[config.mk]
export PLATFORM = sky130hd
export DESIGN_NAME = obc_ctrl
export DESIGN_NICKNAME = d
export VERILOG_FILES = /design/src/shared/obc_pkg.sv /design/src/verilog/obc_ctrl.sv
export VERILOG_INCLUDE_DIRS = /design/src /design/src/shared
export SDC_FILE = /design/constraint.sdc
export NUM_CORES = 1
export LEC_CHECK = 0
export BUFFER_PORTS_ARGS = -buffer_cell sky130_fd_sc_hd__buf_2
export CORE_UTILIZATION = 30
export CTS_CLUSTER_DIAMETER = 40
export DETAILED_ROUTE_END_ITERATION = 12
export MAX_ROUTING_LAYER = met4
export SLEW_MARGIN = 20
export SYNTH_ARGS = -nofsm -noshare
export SYNTH_HDL_FRONTEND = slang
export SYNTH_SLANG_ARGS = --single-unit
[constraint.sdc]
create_clock -name clock -period 2.7 [get_ports clock]
set_input_delay 0.135 -clock clock [delete_from_list [all_inputs] [get_ports clock]]
set_output_delay 0.135 -clock clock [all_outputs]
set_load 0.02 [all_outputs]
[src/shared/obc_map.svh]
// constants for the option bus controller
`ifndef OBC_MAP_SVH
`define OBC_MAP_SVH
`define OBC_CLK_HZ          250000000
`define OBC_BUS_CLK_HZ      8000000
`define OBC_BUS_CLK_HALF    ((`OBC_CLK_HZ / `OBC_BUS_CLK_HZ) / 2)
`define OBC_BAUD_HZ_X1000   64'd2458000000
`define OBC_BAUD_HALF       ((`OBC_CLK_HZ * 64'd1000 + `OBC_BAUD_HZ_X1000) / (`OBC_BAUD_HZ_X1000 * 2))
`define OBC_DOT_HALF        5'd2
`define OBC_CHAR_DOTS       4'd8
`define OBC_HSYNC_CHARS     8'd100
`define OBC_VSYNC_LINES     10'd312
`define OBC_HSYNC_WIDTH     8'd8
`define OBC_VSYNC_WIDTH     10'd3
`define OBC_SLOW_IO_LO      20'h00300
`define OBC_SLOW_IO_HI      20'h003ff
`define OBC_SYS_IO_HI       20'h003ff
`define OBC_IO_WAITS        3'd2
`define OBC_RST_CYCLES      8'd64
`define OBC_VEC_BASE        8'h60
`define OBC_VEC_SLAVE       8'h68
`define OBC_REFRESH_MOD     8'hff
`endif

[src/shared/obc_pkg.sv]
// types for the option bus controller
`default_nettype none
package obc_pkg;
  typedef enum logic [5:0] {
    OBC_IDLE  = 6'b000001,
    OBC_ALE   = 6'b000010,
    OBC_STRB  = 6'b000100,
    OBC_WAIT  = 6'b001000,
    OBC_DONE  = 6'b010000,
    OBC_GRANT = 6'b100000
  } obc_state_e;
  typedef struct packed {
    logic        valid;
    logic        is_mem;
    logic        write;
    logic        main_cpu;
    logic        refresh;
    logic        wide;
    logic [19:0] addr;
    logic        locked;
  } obc_req_s;
endpackage
`default_nettype wire

[src/verilog/obc_ctrl.sv]
// main-board side of the option bus: cycles, arbitration, clocks, resets
`include "obc_map.svh"
`default_nettype none
// What this block does
// - memory write strobe low on memory writes
// - memory read strobe low on memory reads
// - io strobes only for main processor
// - memory/io select stable before latch strobe falls
// - early memory trigger on every memory and refresh cycle, main processor or not
// - latch strobe pulses only for main cycles
// - 8 MHz bus clock driven out
// - byte lane encoding from upper enable, a0
// - shared wait line stretches the cycle
// - two waits for io 300 to 3ff
// - system io select for io below 400
// - irq lines map to fixed vector types
// - grant after cycle ends, not locked
// - refresh cycle asserts refresh, rotating address
// - parity fail raises nmi, records source
// - free running 2.458 MHz baud clock
// - global reset on power, button, key combo
// - video syncs and clocks driven out
// - twenty address lines, 1 MByte
// - upper byte lane enabled on wide cycles
module obc_ctrl
  import obc_pkg::*;
(
  input  wire logic        clock,
  input  wire logic        sys_rst,
  input  wire obc_req_s    cpu_req,
  output logic             cpu_ready,
  input  wire logic        onboard_parity_err,
  input  wire logic        reset_button,
  input  wire logic        key_reset_combo,
  input  wire logic [6:0]  expansion_irq_line_n,
  input  wire logic [3:0]  bus_master_request_n,
  input  wire logic        wait_request_n_in,
  input  wire logic        parity_error_n,
  output logic [3:0]       bus_master_grant_n,
  output logic             bus_owned,
  output logic [19:0]      bus_address_line,
  output logic             bus_address_oe,
  output logic             upper_byte_lane_enable_n,
  output logic             mem_write_strobe_n,
  output logic             mem_read_strobe_n,
  output logic             mem_strobe_oe,
  output logic             io_write_strobe_n,
  output logic             io_read_strobe_n,
  output logic             mem_not_io_select,
  output logic             early_mem_cycle_trigger_n,
  output logic             address_latch_strobe,
  output logic             wait_request_n_out,
  output logic             wait_request_oe,
  output logic             system_io_page_select_n,
  output logic             dram_refresh_cycle_n,
  output logic             nmi,
  output logic             parity_offboard,
  output logic             irq_valid,
  output logic [7:0]       irq_vector,
  output logic             bus_clock,
  output logic             serial_rate_clock,
  output logic             global_reset_n,
  output logic             dot_clock_n,
  output logic             character_clock_n,
  output logic             hsync_n,
  output logic             vsync_n
);
  obc_state_e  st_reg, st_next;
  obc_req_s    cur_reg, cur_next;
  logic [2:0]  wcnt_reg, wcnt_next;
  logic [7:0]  rfa_reg, rfa_next;
  logic [3:0]  gnt_reg, gnt_next;
  logic        rdy_reg, rdy_next;
  logic        ale_reg, ale_next, smc_reg, smc_next, mrd_reg, mrd_next, mwr_reg, mwr_next;
  logic        ird_reg, ird_next, iwr_reg, iwr_next, mio_reg, mio_next, sio_reg, sio_next;
  logic        ube_reg, ube_next, ref_reg, ref_next, aoe_reg, aoe_next;
  logic [19:0] adr_reg, adr_next;
  logic        slow_io, sys_io;

  assign sys_io  = !cur_reg.is_mem && cur_reg.addr <= `OBC_SYS_IO_HI;
  assign slow_io = !cur_reg.is_mem && cur_reg.addr >= `OBC_SLOW_IO_LO && cur_reg.addr <= `OBC_SLOW_IO_HI;

  always_comb begin
    st_next = st_reg; cur_next = cur_reg; wcnt_next = wcnt_reg; rfa_next = rfa_reg;
    gnt_next = gnt_reg; rdy_next = 1'b0; ale_next = 1'b0; smc_next = 1'b1;
    mrd_next = mrd_reg; mwr_next = mwr_reg; ird_next = ird_reg; iwr_next = iwr_reg;
    mio_next = mio_reg; sio_next = sio_reg; ube_next = ube_reg; ref_next = ref_reg;
    adr_next = adr_reg; aoe_next = aoe_reg;
    unique case (st_reg)
      OBC_IDLE: begin
        // a locked sequence holds masters off until the cpu lets go of the bus
        if (bus_master_request_n != 4'hf && !(cur_reg.locked && cpu_req.valid)) begin
          // lowest index wins; outside a locked sequence a request only waits for the current cycle
          gnt_next = 4'h0;
          for (int i = 3; i >= 0; i--) begin
            if (!bus_master_request_n[i]) gnt_next = 4'(1 << i);
          end
          aoe_next = 1'b0;
          cur_next.locked = 1'b0;
          st_next  = OBC_GRANT;
        end else if (cpu_req.valid) begin
          cur_next = cpu_req;
          adr_next = cpu_req.refresh ? {12'h000, rfa_reg} : cpu_req.addr;
          mio_next = cpu_req.is_mem || cpu_req.refresh;
          ube_next = !cpu_req.wide;
          ale_next = cpu_req.main_cpu && !cpu_req.refresh;
          aoe_next = 1'b1;
          st_next  = OBC_ALE;
        end
      end
      OBC_ALE: begin
        // io strobes are refused for anything but the main processor
        ird_next = !(!cur_reg.is_mem && !cur_reg.refresh && !cur_reg.write && cur_reg.main_cpu);
        iwr_next = !(!cur_reg.is_mem && !cur_reg.refresh && cur_reg.write && cur_reg.main_cpu);
        mrd_next = !((cur_reg.is_mem && !cur_reg.write) || cur_reg.refresh);
        mwr_next = !(cur_reg.is_mem && cur_reg.write && !cur_reg.refresh);
        smc_next = !(cur_reg.is_mem || cur_reg.refresh);
        sio_next = !sys_io;
        ref_next = !cur_reg.refresh;
        wcnt_next = slow_io ? `OBC_IO_WAITS : 3'd0;
        st_next  = OBC_STRB;
      end
      OBC_STRB, OBC_WAIT: begin
        if (wcnt_reg != 3'd0) begin
          wcnt_next = wcnt_reg - 3'd1;
          st_next   = OBC_WAIT;
        end else if (wait_request_n_in) begin
          st_next = OBC_DONE;
        end
      end
      OBC_DONE: begin
        {mrd_next, mwr_next, ird_next, iwr_next, sio_next, ref_next} = 6'h3f;
        if (cur_reg.refresh) rfa_next = rfa_reg + 8'd1;
        rdy_next = !cur_reg.refresh;
        // a locked sequence keeps the bus until its last cycle
        if (!cur_reg.locked || cur_reg.refresh) aoe_next = 1'b0;
        cur_next.valid = 1'b0;
        st_next  = OBC_IDLE;
      end
      OBC_GRANT: begin
        if ((gnt_reg & ~bus_master_request_n) == 4'h0) begin
          gnt_next = 4'h0;
          st_next  = OBC_IDLE;
        end
      end
      default: st_next = OBC_IDLE;
    endcase
  end

  always_ff @(posedge clock) begin
    if (sys_rst) begin
      st_reg <= OBC_IDLE; cur_reg <= '0; wcnt_reg <= 3'd0; rfa_reg <= 8'h00; gnt_reg <= 4'h0;
      rdy_reg <= 1'b0; ale_reg <= 1'b0; smc_reg <= 1'b1; mrd_reg <= 1'b1; mwr_reg <= 1'b1;
      ird_reg <= 1'b1; iwr_reg <= 1'b1; mio_reg <= 1'b1; sio_reg <= 1'b1; ube_reg <= 1'b1;
      ref_reg <= 1'b1; adr_reg <= 20'h0; aoe_reg <= 1'b0;
    end else begin
      st_reg <= st_next; cur_reg <= cur_next; wcnt_reg <= wcnt_next; rfa_reg <= rfa_next;
      gnt_reg <= gnt_next; rdy_reg <= rdy_next; ale_reg <= ale_next; smc_reg <= smc_next;
      mrd_reg <= mrd_next; mwr_reg <= mwr_next; ird_reg <= ird_next; iwr_reg <= iwr_next;
      mio_reg <= mio_next; sio_reg <= sio_next; ube_reg <= ube_next; ref_reg <= ref_next;
      adr_reg <= adr_next; aoe_reg <= aoe_next;
    end
  end

  assign cpu_ready                 = rdy_reg;
  assign bus_master_grant_n        = ~gnt_reg;
  assign bus_owned                 = aoe_reg;
  assign bus_address_line          = adr_reg;
  assign bus_address_oe            = aoe_reg;
  assign mem_strobe_oe             = aoe_reg;
  assign upper_byte_lane_enable_n  = ube_reg;
  assign mem_write_strobe_n        = mwr_reg;
  assign mem_read_strobe_n         = mrd_reg;
  assign io_write_strobe_n         = iwr_reg;
  assign io_read_strobe_n          = ird_reg;
  assign mem_not_io_select         = mio_reg;
  assign early_mem_cycle_trigger_n = smc_reg;
  assign address_latch_strobe      = ale_reg;
  assign system_io_page_select_n   = sio_reg;
  assign dram_refresh_cycle_n      = ref_reg;
  // the main board never pulls the shared wait line itself; its own waits are internal
  assign wait_request_n_out        = 1'b1;
  assign wait_request_oe           = 1'b0;

  // parity: nmi latched until reset, source recorded
  logic nmi_reg, nmi_next, off_reg, off_next;
  always_comb begin
    // only the first failure is recorded; later ones are lost until reset
    nmi_next = nmi_reg;
    off_next = off_reg;
    if (!nmi_reg && (!parity_error_n || onboard_parity_err)) begin
      nmi_next = 1'b1;
      off_next = !parity_error_n;
    end
  end
  always_ff @(posedge clock) begin
    if (sys_rst) begin
      nmi_reg <= 1'b0; off_reg <= 1'b0;
    end else begin
      nmi_reg <= nmi_next; off_reg <= off_next;
    end
  end
  assign nmi             = nmi_reg;
  assign parity_offboard = off_reg;

  // irq lines: fixed vector per line, lowest line first
  logic       iv_reg, iv_next;
  logic [7:0] vec_reg, vec_next;
  localparam logic [7:0] IRQ_NUM [7] = '{8'h00, 8'h01, 8'h02, 8'h04, 8'h06, 8'h09, 8'h0b};
  always_comb begin
    iv_next  = 1'b0;
    vec_next = vec_reg;
    for (int i = 6; i >= 0; i--) begin
      if (!expansion_irq_line_n[i]) begin
        iv_next  = 1'b1;
        vec_next = (IRQ_NUM[i] > 8'h06) ? (`OBC_VEC_SLAVE | IRQ_NUM[i]) : (`OBC_VEC_BASE | IRQ_NUM[i]);
      end
    end
  end
  always_ff @(posedge clock) begin
    if (sys_rst) begin
      iv_reg <= 1'b0; vec_reg <= 8'h00;
    end else begin
      iv_reg <= iv_next; vec_reg <= vec_next;
    end
  end
  assign irq_valid  = iv_reg;
  assign irq_vector = vec_reg;

  // clock dividers; baud rounds to nearest whole half period
  logic [4:0]  bc_reg, bc_next, dc_reg, dc_next;
  logic [6:0]  ac_reg, ac_next;
  logic [3:0]  cc_reg, cc_next;
  logic [7:0]  hc_reg, hc_next, rc_reg, rc_next;
  logic [9:0]  vc_reg, vc_next;
  logic        bclk_reg, bclk_next, aclk_reg, aclk_next, dclk_reg, dclk_next, cclk_reg, cclk_next;
  logic        hs_reg, hs_next, vs_reg, vs_next, grn_reg, grn_next;
  always_comb begin
    // bus clock half period truncates, so the bus clock runs a little fast
    bc_next = bc_reg + 5'd1; bclk_next = bclk_reg;
    if (bc_reg == 5'(`OBC_BUS_CLK_HALF - 1)) begin
      bc_next = 5'd0; bclk_next = !bclk_reg;
    end
    ac_next = ac_reg + 7'd1; aclk_next = aclk_reg;
    if (ac_reg == 7'(`OBC_BAUD_HALF - 1)) begin
      ac_next = 7'd0; aclk_next = !aclk_reg;
    end
    dc_next = dc_reg + 5'd1; dclk_next = dclk_reg;
    cc_next = cc_reg; cclk_next = cclk_reg; hc_next = hc_reg; hs_next = hs_reg;
    vc_next = vc_reg; vs_next = vs_reg;
    if (dc_reg == `OBC_DOT_HALF - 5'd1) begin
      dc_next = 5'd0; dclk_next = !dclk_reg;
      if (dclk_reg) begin
        cc_next = cc_reg + 4'd1;
        if (cc_reg == `OBC_CHAR_DOTS - 4'd1) begin
          cc_next = 4'd0; hc_next = hc_reg + 8'd1;
          if (hc_reg == `OBC_HSYNC_CHARS - 8'd1) begin
            hc_next = 8'd0; vc_next = vc_reg + 10'd1;
            if (vc_reg == `OBC_VSYNC_LINES - 10'd1) vc_next = 10'd0;
          end
        end
        cclk_next = (cc_next >= (`OBC_CHAR_DOTS >> 1));
        hs_next   = (hc_next < `OBC_HSYNC_WIDTH);
        vs_next   = (vc_next < `OBC_VSYNC_WIDTH);
      end
    end
    // reset held a short fixed time, retriggered by button or key combo
    rc_next = rc_reg; grn_next = grn_reg;
    if (reset_button || key_reset_combo) begin
      rc_next = 8'd0; grn_next = 1'b0;
    end else if (rc_reg != `OBC_RST_CYCLES) begin
      rc_next = rc_reg + 8'd1; grn_next = 1'b0;
    end else begin
      grn_next = 1'b1;
    end
  end
  always_ff @(posedge clock) begin
    if (sys_rst) begin
      bc_reg <= 5'd0; ac_reg <= 7'd0; dc_reg <= 5'd0; cc_reg <= 4'd0; hc_reg <= 8'd0;
      vc_reg <= 10'd0; rc_reg <= 8'd0; bclk_reg <= 1'b0; aclk_reg <= 1'b0; dclk_reg <= 1'b0;
      cclk_reg <= 1'b0; hs_reg <= 1'b0; vs_reg <= 1'b0; grn_reg <= 1'b0;
    end else begin
      bc_reg <= bc_next; ac_reg <= ac_next; dc_reg <= dc_next; cc_reg <= cc_next; hc_reg <= hc_next;
      vc_reg <= vc_next; rc_reg <= rc_next; bclk_reg <= bclk_next; aclk_reg <= aclk_next;
      dclk_reg <= dclk_next; cclk_reg <= cclk_next; hs_reg <= hs_next; vs_reg <= vs_next;
      grn_reg <= grn_next;
    end
  end
  assign bus_clock         = bclk_reg;
  assign serial_rate_clock = aclk_reg;
  assign dot_clock_n       = dclk_reg;
  assign character_clock_n = !cclk_reg;
  assign hsync_n           = !hs_reg;
  assign vsync_n           = !vs_reg;
  assign global_reset_n    = grn_reg;
endmodule
`default_nettype wire

## After elaboration in Yosys (flattened, before gate mapping)

Index checks and enable logic that the tools add are counted.

| storage, ports and cells | value |
|---|---|
| bits in registers | 141 |
| output and inout bits | 58 |

| operators by class | value |
|---|---|
| add/sub/neg operators | 9 |
| $lt $le $gt $ge | 5 |
| equal/unequal tests | 25 |
| muxes and demuxes | 56 |
| bitwise gates (word level) | 13 |
| reductions and logical operators | 69 |

Operators by type and width:

| kind | number |
|---|---|
| 2-to-1 mux 10 bit | 5 |
| 2-to-1 mux 7 bit | 7 |
| 2-to-1 mux 4 bit | 9 |
| 2-to-1 mux 8 bit | 4 |
| 2-to-1 mux 6 bit | 5 |
| adder 8 x 1 -> 8 bit (second input constant) | 3 |
| one-hot mux 6 bit (4 select lines) | 1 |
| zero test 1 bit | 21 |
| greater-or-equal comparator 20 x 10 -> 1 bit (second input constant) | 1 |
| less-or-equal comparator 20 x 10 -> 1 bit (second input constant) | 1 |
| 2-to-1 mux 20 bit | 1 |
| OR reduction 2 bit | 8 |
| logical AND 1 bit | 15 |
| one-hot mux 1 bit (2 select lines) | 7 |
| 2-to-1 mux 1 bit | 13 |
| AND reduction 3 bit | 4 |
| adder 10 x 1 -> 10 bit (second input constant) | 1 |
| adder 5 x 1 -> 5 bit (second input constant) | 2 |
| == test 10 x 9 -> 1 bit (second input constant) | 1 |
| < comparator 10 x 2 -> 1 bit (second input constant) | 1 |
| inequality test 2 bit (second input constant) | 5 |
| NOT 1 bit | 10 |
| nonzero test 2 bit | 5 |
| == test 8 x 7 -> 1 bit (second input constant) | 1 |
| 34 further kinds | 46 |

## Depth between registers and ports, before layout

| logic depth | value |
|---|---|
| depth in word-level cells | 7 |
| mapped depth | 10 |
| mapped depth without buffers | 8 |

## Least setup slack after synthesis

Ideal clock, no wire load.

| timing path | value |
|---|---|
| path kind | reg-to-reg |
| from | register cc_reg[0] |
| to | register vs_reg |
| arrival | 1981 ps |
| required time | 2608 ps |
| path slack | 626 ps |
| stages on the path, launching flop included | 9 |
| path buffers | 1 |
| period minus slack after synthesis | 2074 ps |
| cells stage by stage | dfxtp_1 -> ha_1 -> nand3b_2 -> or3_1 -> buf_2 -> a211o_1 -> a221oi_2 -> o211ai_1 -> o32ai_1 |

| on the way | value |
|---|---|
| cells in the longest elaborated chain, start to end | 5 |

Ends and longest elaborated chain:

| what | RTL line | source |
|---|---|---|
| start: declaration | obc_ctrl.sv:233 | `logic [3:0] cc_reg, cc_next;` |
| start signal: assignment | obc_ctrl.sv:283 | `bc_reg <= bc_next; ac_reg <= ac_next; dc_reg <= dc_next; cc_reg <= cc_next; hc_reg <= hc_next;` |
| == test 4 x 3 -> 1 bit | obc_ctrl.sv:255 | `` if (cc_reg == `OBC_CHAR_DOTS - 4'd1) begin `` |
| 2-to-1 mux 10 bit | obc_ctrl.sv:255 |  |
| 2-to-1 mux 10 bit | obc_ctrl.sv:253 | `if (dclk_reg) begin` |
| 2-to-1 mux 10 bit | obc_ctrl.sv:251 | `` if (dc_reg == `OBC_DOT_HALF - 5'd1) begin `` |
| < comparator 10 x 2 -> 1 bit (no line) | - |  |
| end signal: assignment | obc_ctrl.sv:285 | `dclk_reg <= dclk_next; cclk_reg <= cclk_next; hs_reg <= hs_next; vs_reg <= vs_next;` |
| end: declaration | obc_ctrl.sv:237 | `logic hs_reg, hs_next, vs_reg, vs_next, grn_reg, grn_next;` |

Every way passes these cells. The select of a mux whose other input is x is not followed.
A chain may end at the register's enable or synchronous reset.

## Final worst setup path

Same ends and word-level chain as after synthesis.

==> run metrics <==
post-synthesis area per instance around 8.4 um2; status finished, final reports clean; cell total after placement about 1000; max_slew headroom 0.538; Crit path max-delay family simple AND/OR/NAND/NOR gates; CP Capture Type flip-flop; Worst Max-Slew Pin Slew 687 ps; CTS tree done; chip width 143 um; HPWL Detailed 9340 um; number of global-route vias before repair 4779; Post-synth EDFFs 0; Mapped Area 5970 um2; total congestion overflow 0; Rows 51; total number of H-tree levels 4; DR vias 5191; PD cells 616 nW/um2; clock sink count 132; register area share after synthesis 0.442; TritonCTS Buffers 17; final hold vios 0; final net count just under 900; WL per Instance 12.5 um; Highest Clock Rate 0.435 GHz; RSZ-0062 raised after global routing false; Post-CTS Setup Inserts 0; Yosys reg bits 132; post-synth cell types between 60 and 70; CTS clk-pin slew, worst paths 60 ps; asr flop ratio synth 0; Synth Flop Type dfxtp_1; YS warnings 0; 1st-iter DRT viols roughly 270; Critical-path top delay cell or3_1; total chip power 0.00461 W; post-route insts no fill 1099; Final Util 0.384; WP data arrival about 2600 ps; Worst-Skew Late Latency 420 ps; leak pwr 2.80 nW; Setup Viol. Count Final 0; die area 20500 um2; antenna viol nets, final 0; I/O pins 103; Pre-antenna DRT Iters 4; Worst Path Required 3020 ps; Die H 143 um; WL final roughly 14000 um; Worst Hold Class input port to flip-flop; Initial Util 0.307; Final min period 2300 ps; CTS root buf clkbuf_16; largest net degree at the start of global routing 40; Mapped Cells 711; number of antenna violations at the first check in global routing 0; CP peak stage delay roughly 600 ps; port buffer count approximately 100; worst vdd ir 404 uV; startpoint types flip-flop; max reg flops 20; CP Buf/Inv Count 0; Overall Global Routing Usage 0.144; final setup TNS 0 ps; Remaining DRCs 0; Resized cells post-CTS 0; Pins Over Slew Limit 0; core area 19500 um2; first-pass GRT wire length ~23000 um; antenna diode count 0; total of max-cap violations 0; crit path max fanout 12; Tcrit/Tclk final 0.851; Vias per Instance 4.72; CP Class flip-flop to flip-flop; crit path cell chain ha_1 > nand3b_2 > or3_1 > a211o_1 > a221oi_2 > o211ai_1 > o32ai_1; gpl congestion 0.844; Layout Skew between 10 and 15 ps; Syn-to-layout area delta 25.3%; layout cells sized above 1 0.194; clock tree buffer depth 2
[tightest hold or removal path, cell delays in order]
cell     delay (ps)
buf_2            90
nor2_1           90
a211o_1          90
[where the power goes]
group | internal [W] | switching (W)
logic | 0.000142 | 0.000199
registers | 0.00199 | 0.0000388
clock network | 0.00133 | 0.000907
[final timing paths]
kind,start,endpoint,slack (ps),cells after the start
worst min-delay path,cpu_req[21],upper_byte_lane_enable_n,30,3
worst min register to register,bus_address_line[12],bus_address_line[12],450,2
worst max-delay path,cc_reg[0],vs_reg,400,7
worst max register to register,cc_reg[0],vs_reg,400,7
[cell usage after synthesis, types with 3 or more instances]
master	n	area share
dfxtp_1	132	0.44
nor2_1	91	0.057
nand2_1	87	0.055
a21oi_1	64	0.054
nand3_1	36	0.030
clkbuf_1	25	0.016
o21ai_0	23	0.019
xor2_1	22	0.032
inv_1	21	0.013
nand3b_1	21	0.026
nor3_1	20	0.017
ha_1	14	0.029
xnor2_1	14	0.021
buf_4	10	0.013
a211oi_1	9	0.011
mux2i_1	9	0.015
nand4_1	9	0.0094
or3_1	8	0.0084
nor4_1	7	0.0073
and3_1	6	0.0063
nand2b_1	6	0.0063
nor2b_1	5	0.0052
a211oi_2	4	0.0084
a31oi_1	4	0.0042
buf_2	4	0.0034
nor4b_1	4	0.0059
o211ai_1	4	0.0050
buf_6	3	0.0057
nand4b_1	3	0.0044
o22ai_1	3	0.0031
[logic make-up (layout without fill, tap and decap cells)]
kind of cell,count (synthesis),in the layout,share of synthesized area
XOR/XNOR,36,36,0.0528
AND/OR/NAND/NOR,324,324,0.274
adder cells (fa/ha/maj),14,14,0.0293
multiplexers,10,10,0.0170
buffers and inverters,64,185,0.0511
AO/OA/AOI/OAI,129,129,0.132
flip-flops,132,132,0.442
other,2,4,0.00126
[layout by cell type (no fill, tap or decap), drive strengths merged, types with 6 or more instances in the layout]
cell type / instances
or3: 9
and3: 7
nand2: 87
xnor2: 14
nor2: 91
a21oi: 64
clkbuf: 19
nand3b: 22
a211oi: 13
buf: 109
nand4: 9
nor3: 22
mux2i: 9
inv: 25
nor4: 8
dlygate4sd3: 23
xor2: 22
nand2b: 6
ha: 14
o21ai: 23
nand3: 36
dfxtp: 132
[stage by stage]
step	setup slack, ps	hold slack (ps)	cell area, um2
floorplan	626	227	5980
global placement	467	329	6680
detailed placement	419	330	6680
CTS	404	0.694	7480
global route	195	21.8	7480
finish	402	25.3	7480
[timing repair]
action,CTS,global route
endpoints found under the hold margin,31,0
setup endpoints to repair,0,0
hold buffers,23,0
[layout make-up]
type / count / area (um2)
flip-flops and latches: 132 / 2640
inverters: 21 / 78.8
fillers: 2012 / 12000
repair buffers: 132 / 818
clock inverters: 13 / 124
clock buffers: 19 / 453
well taps: 265 / 332
multi-input cells: 517 / 3030
[routing by layer]
| layer | vias to the layer above | wire length, um | track usage |
|---|---|---|---|
| met5 | - | 0 | - |
| met4 | 0 | 144 | 0.0464 |
| met3 | 14 | 621 | 0.0429 |
| met2 | 91 | 6210 | 0.217 |
| met1 | 2396 | 6710 | 0.184 |
| li1 | 2690 | - | - |
(Power assumes the default switching activity.)
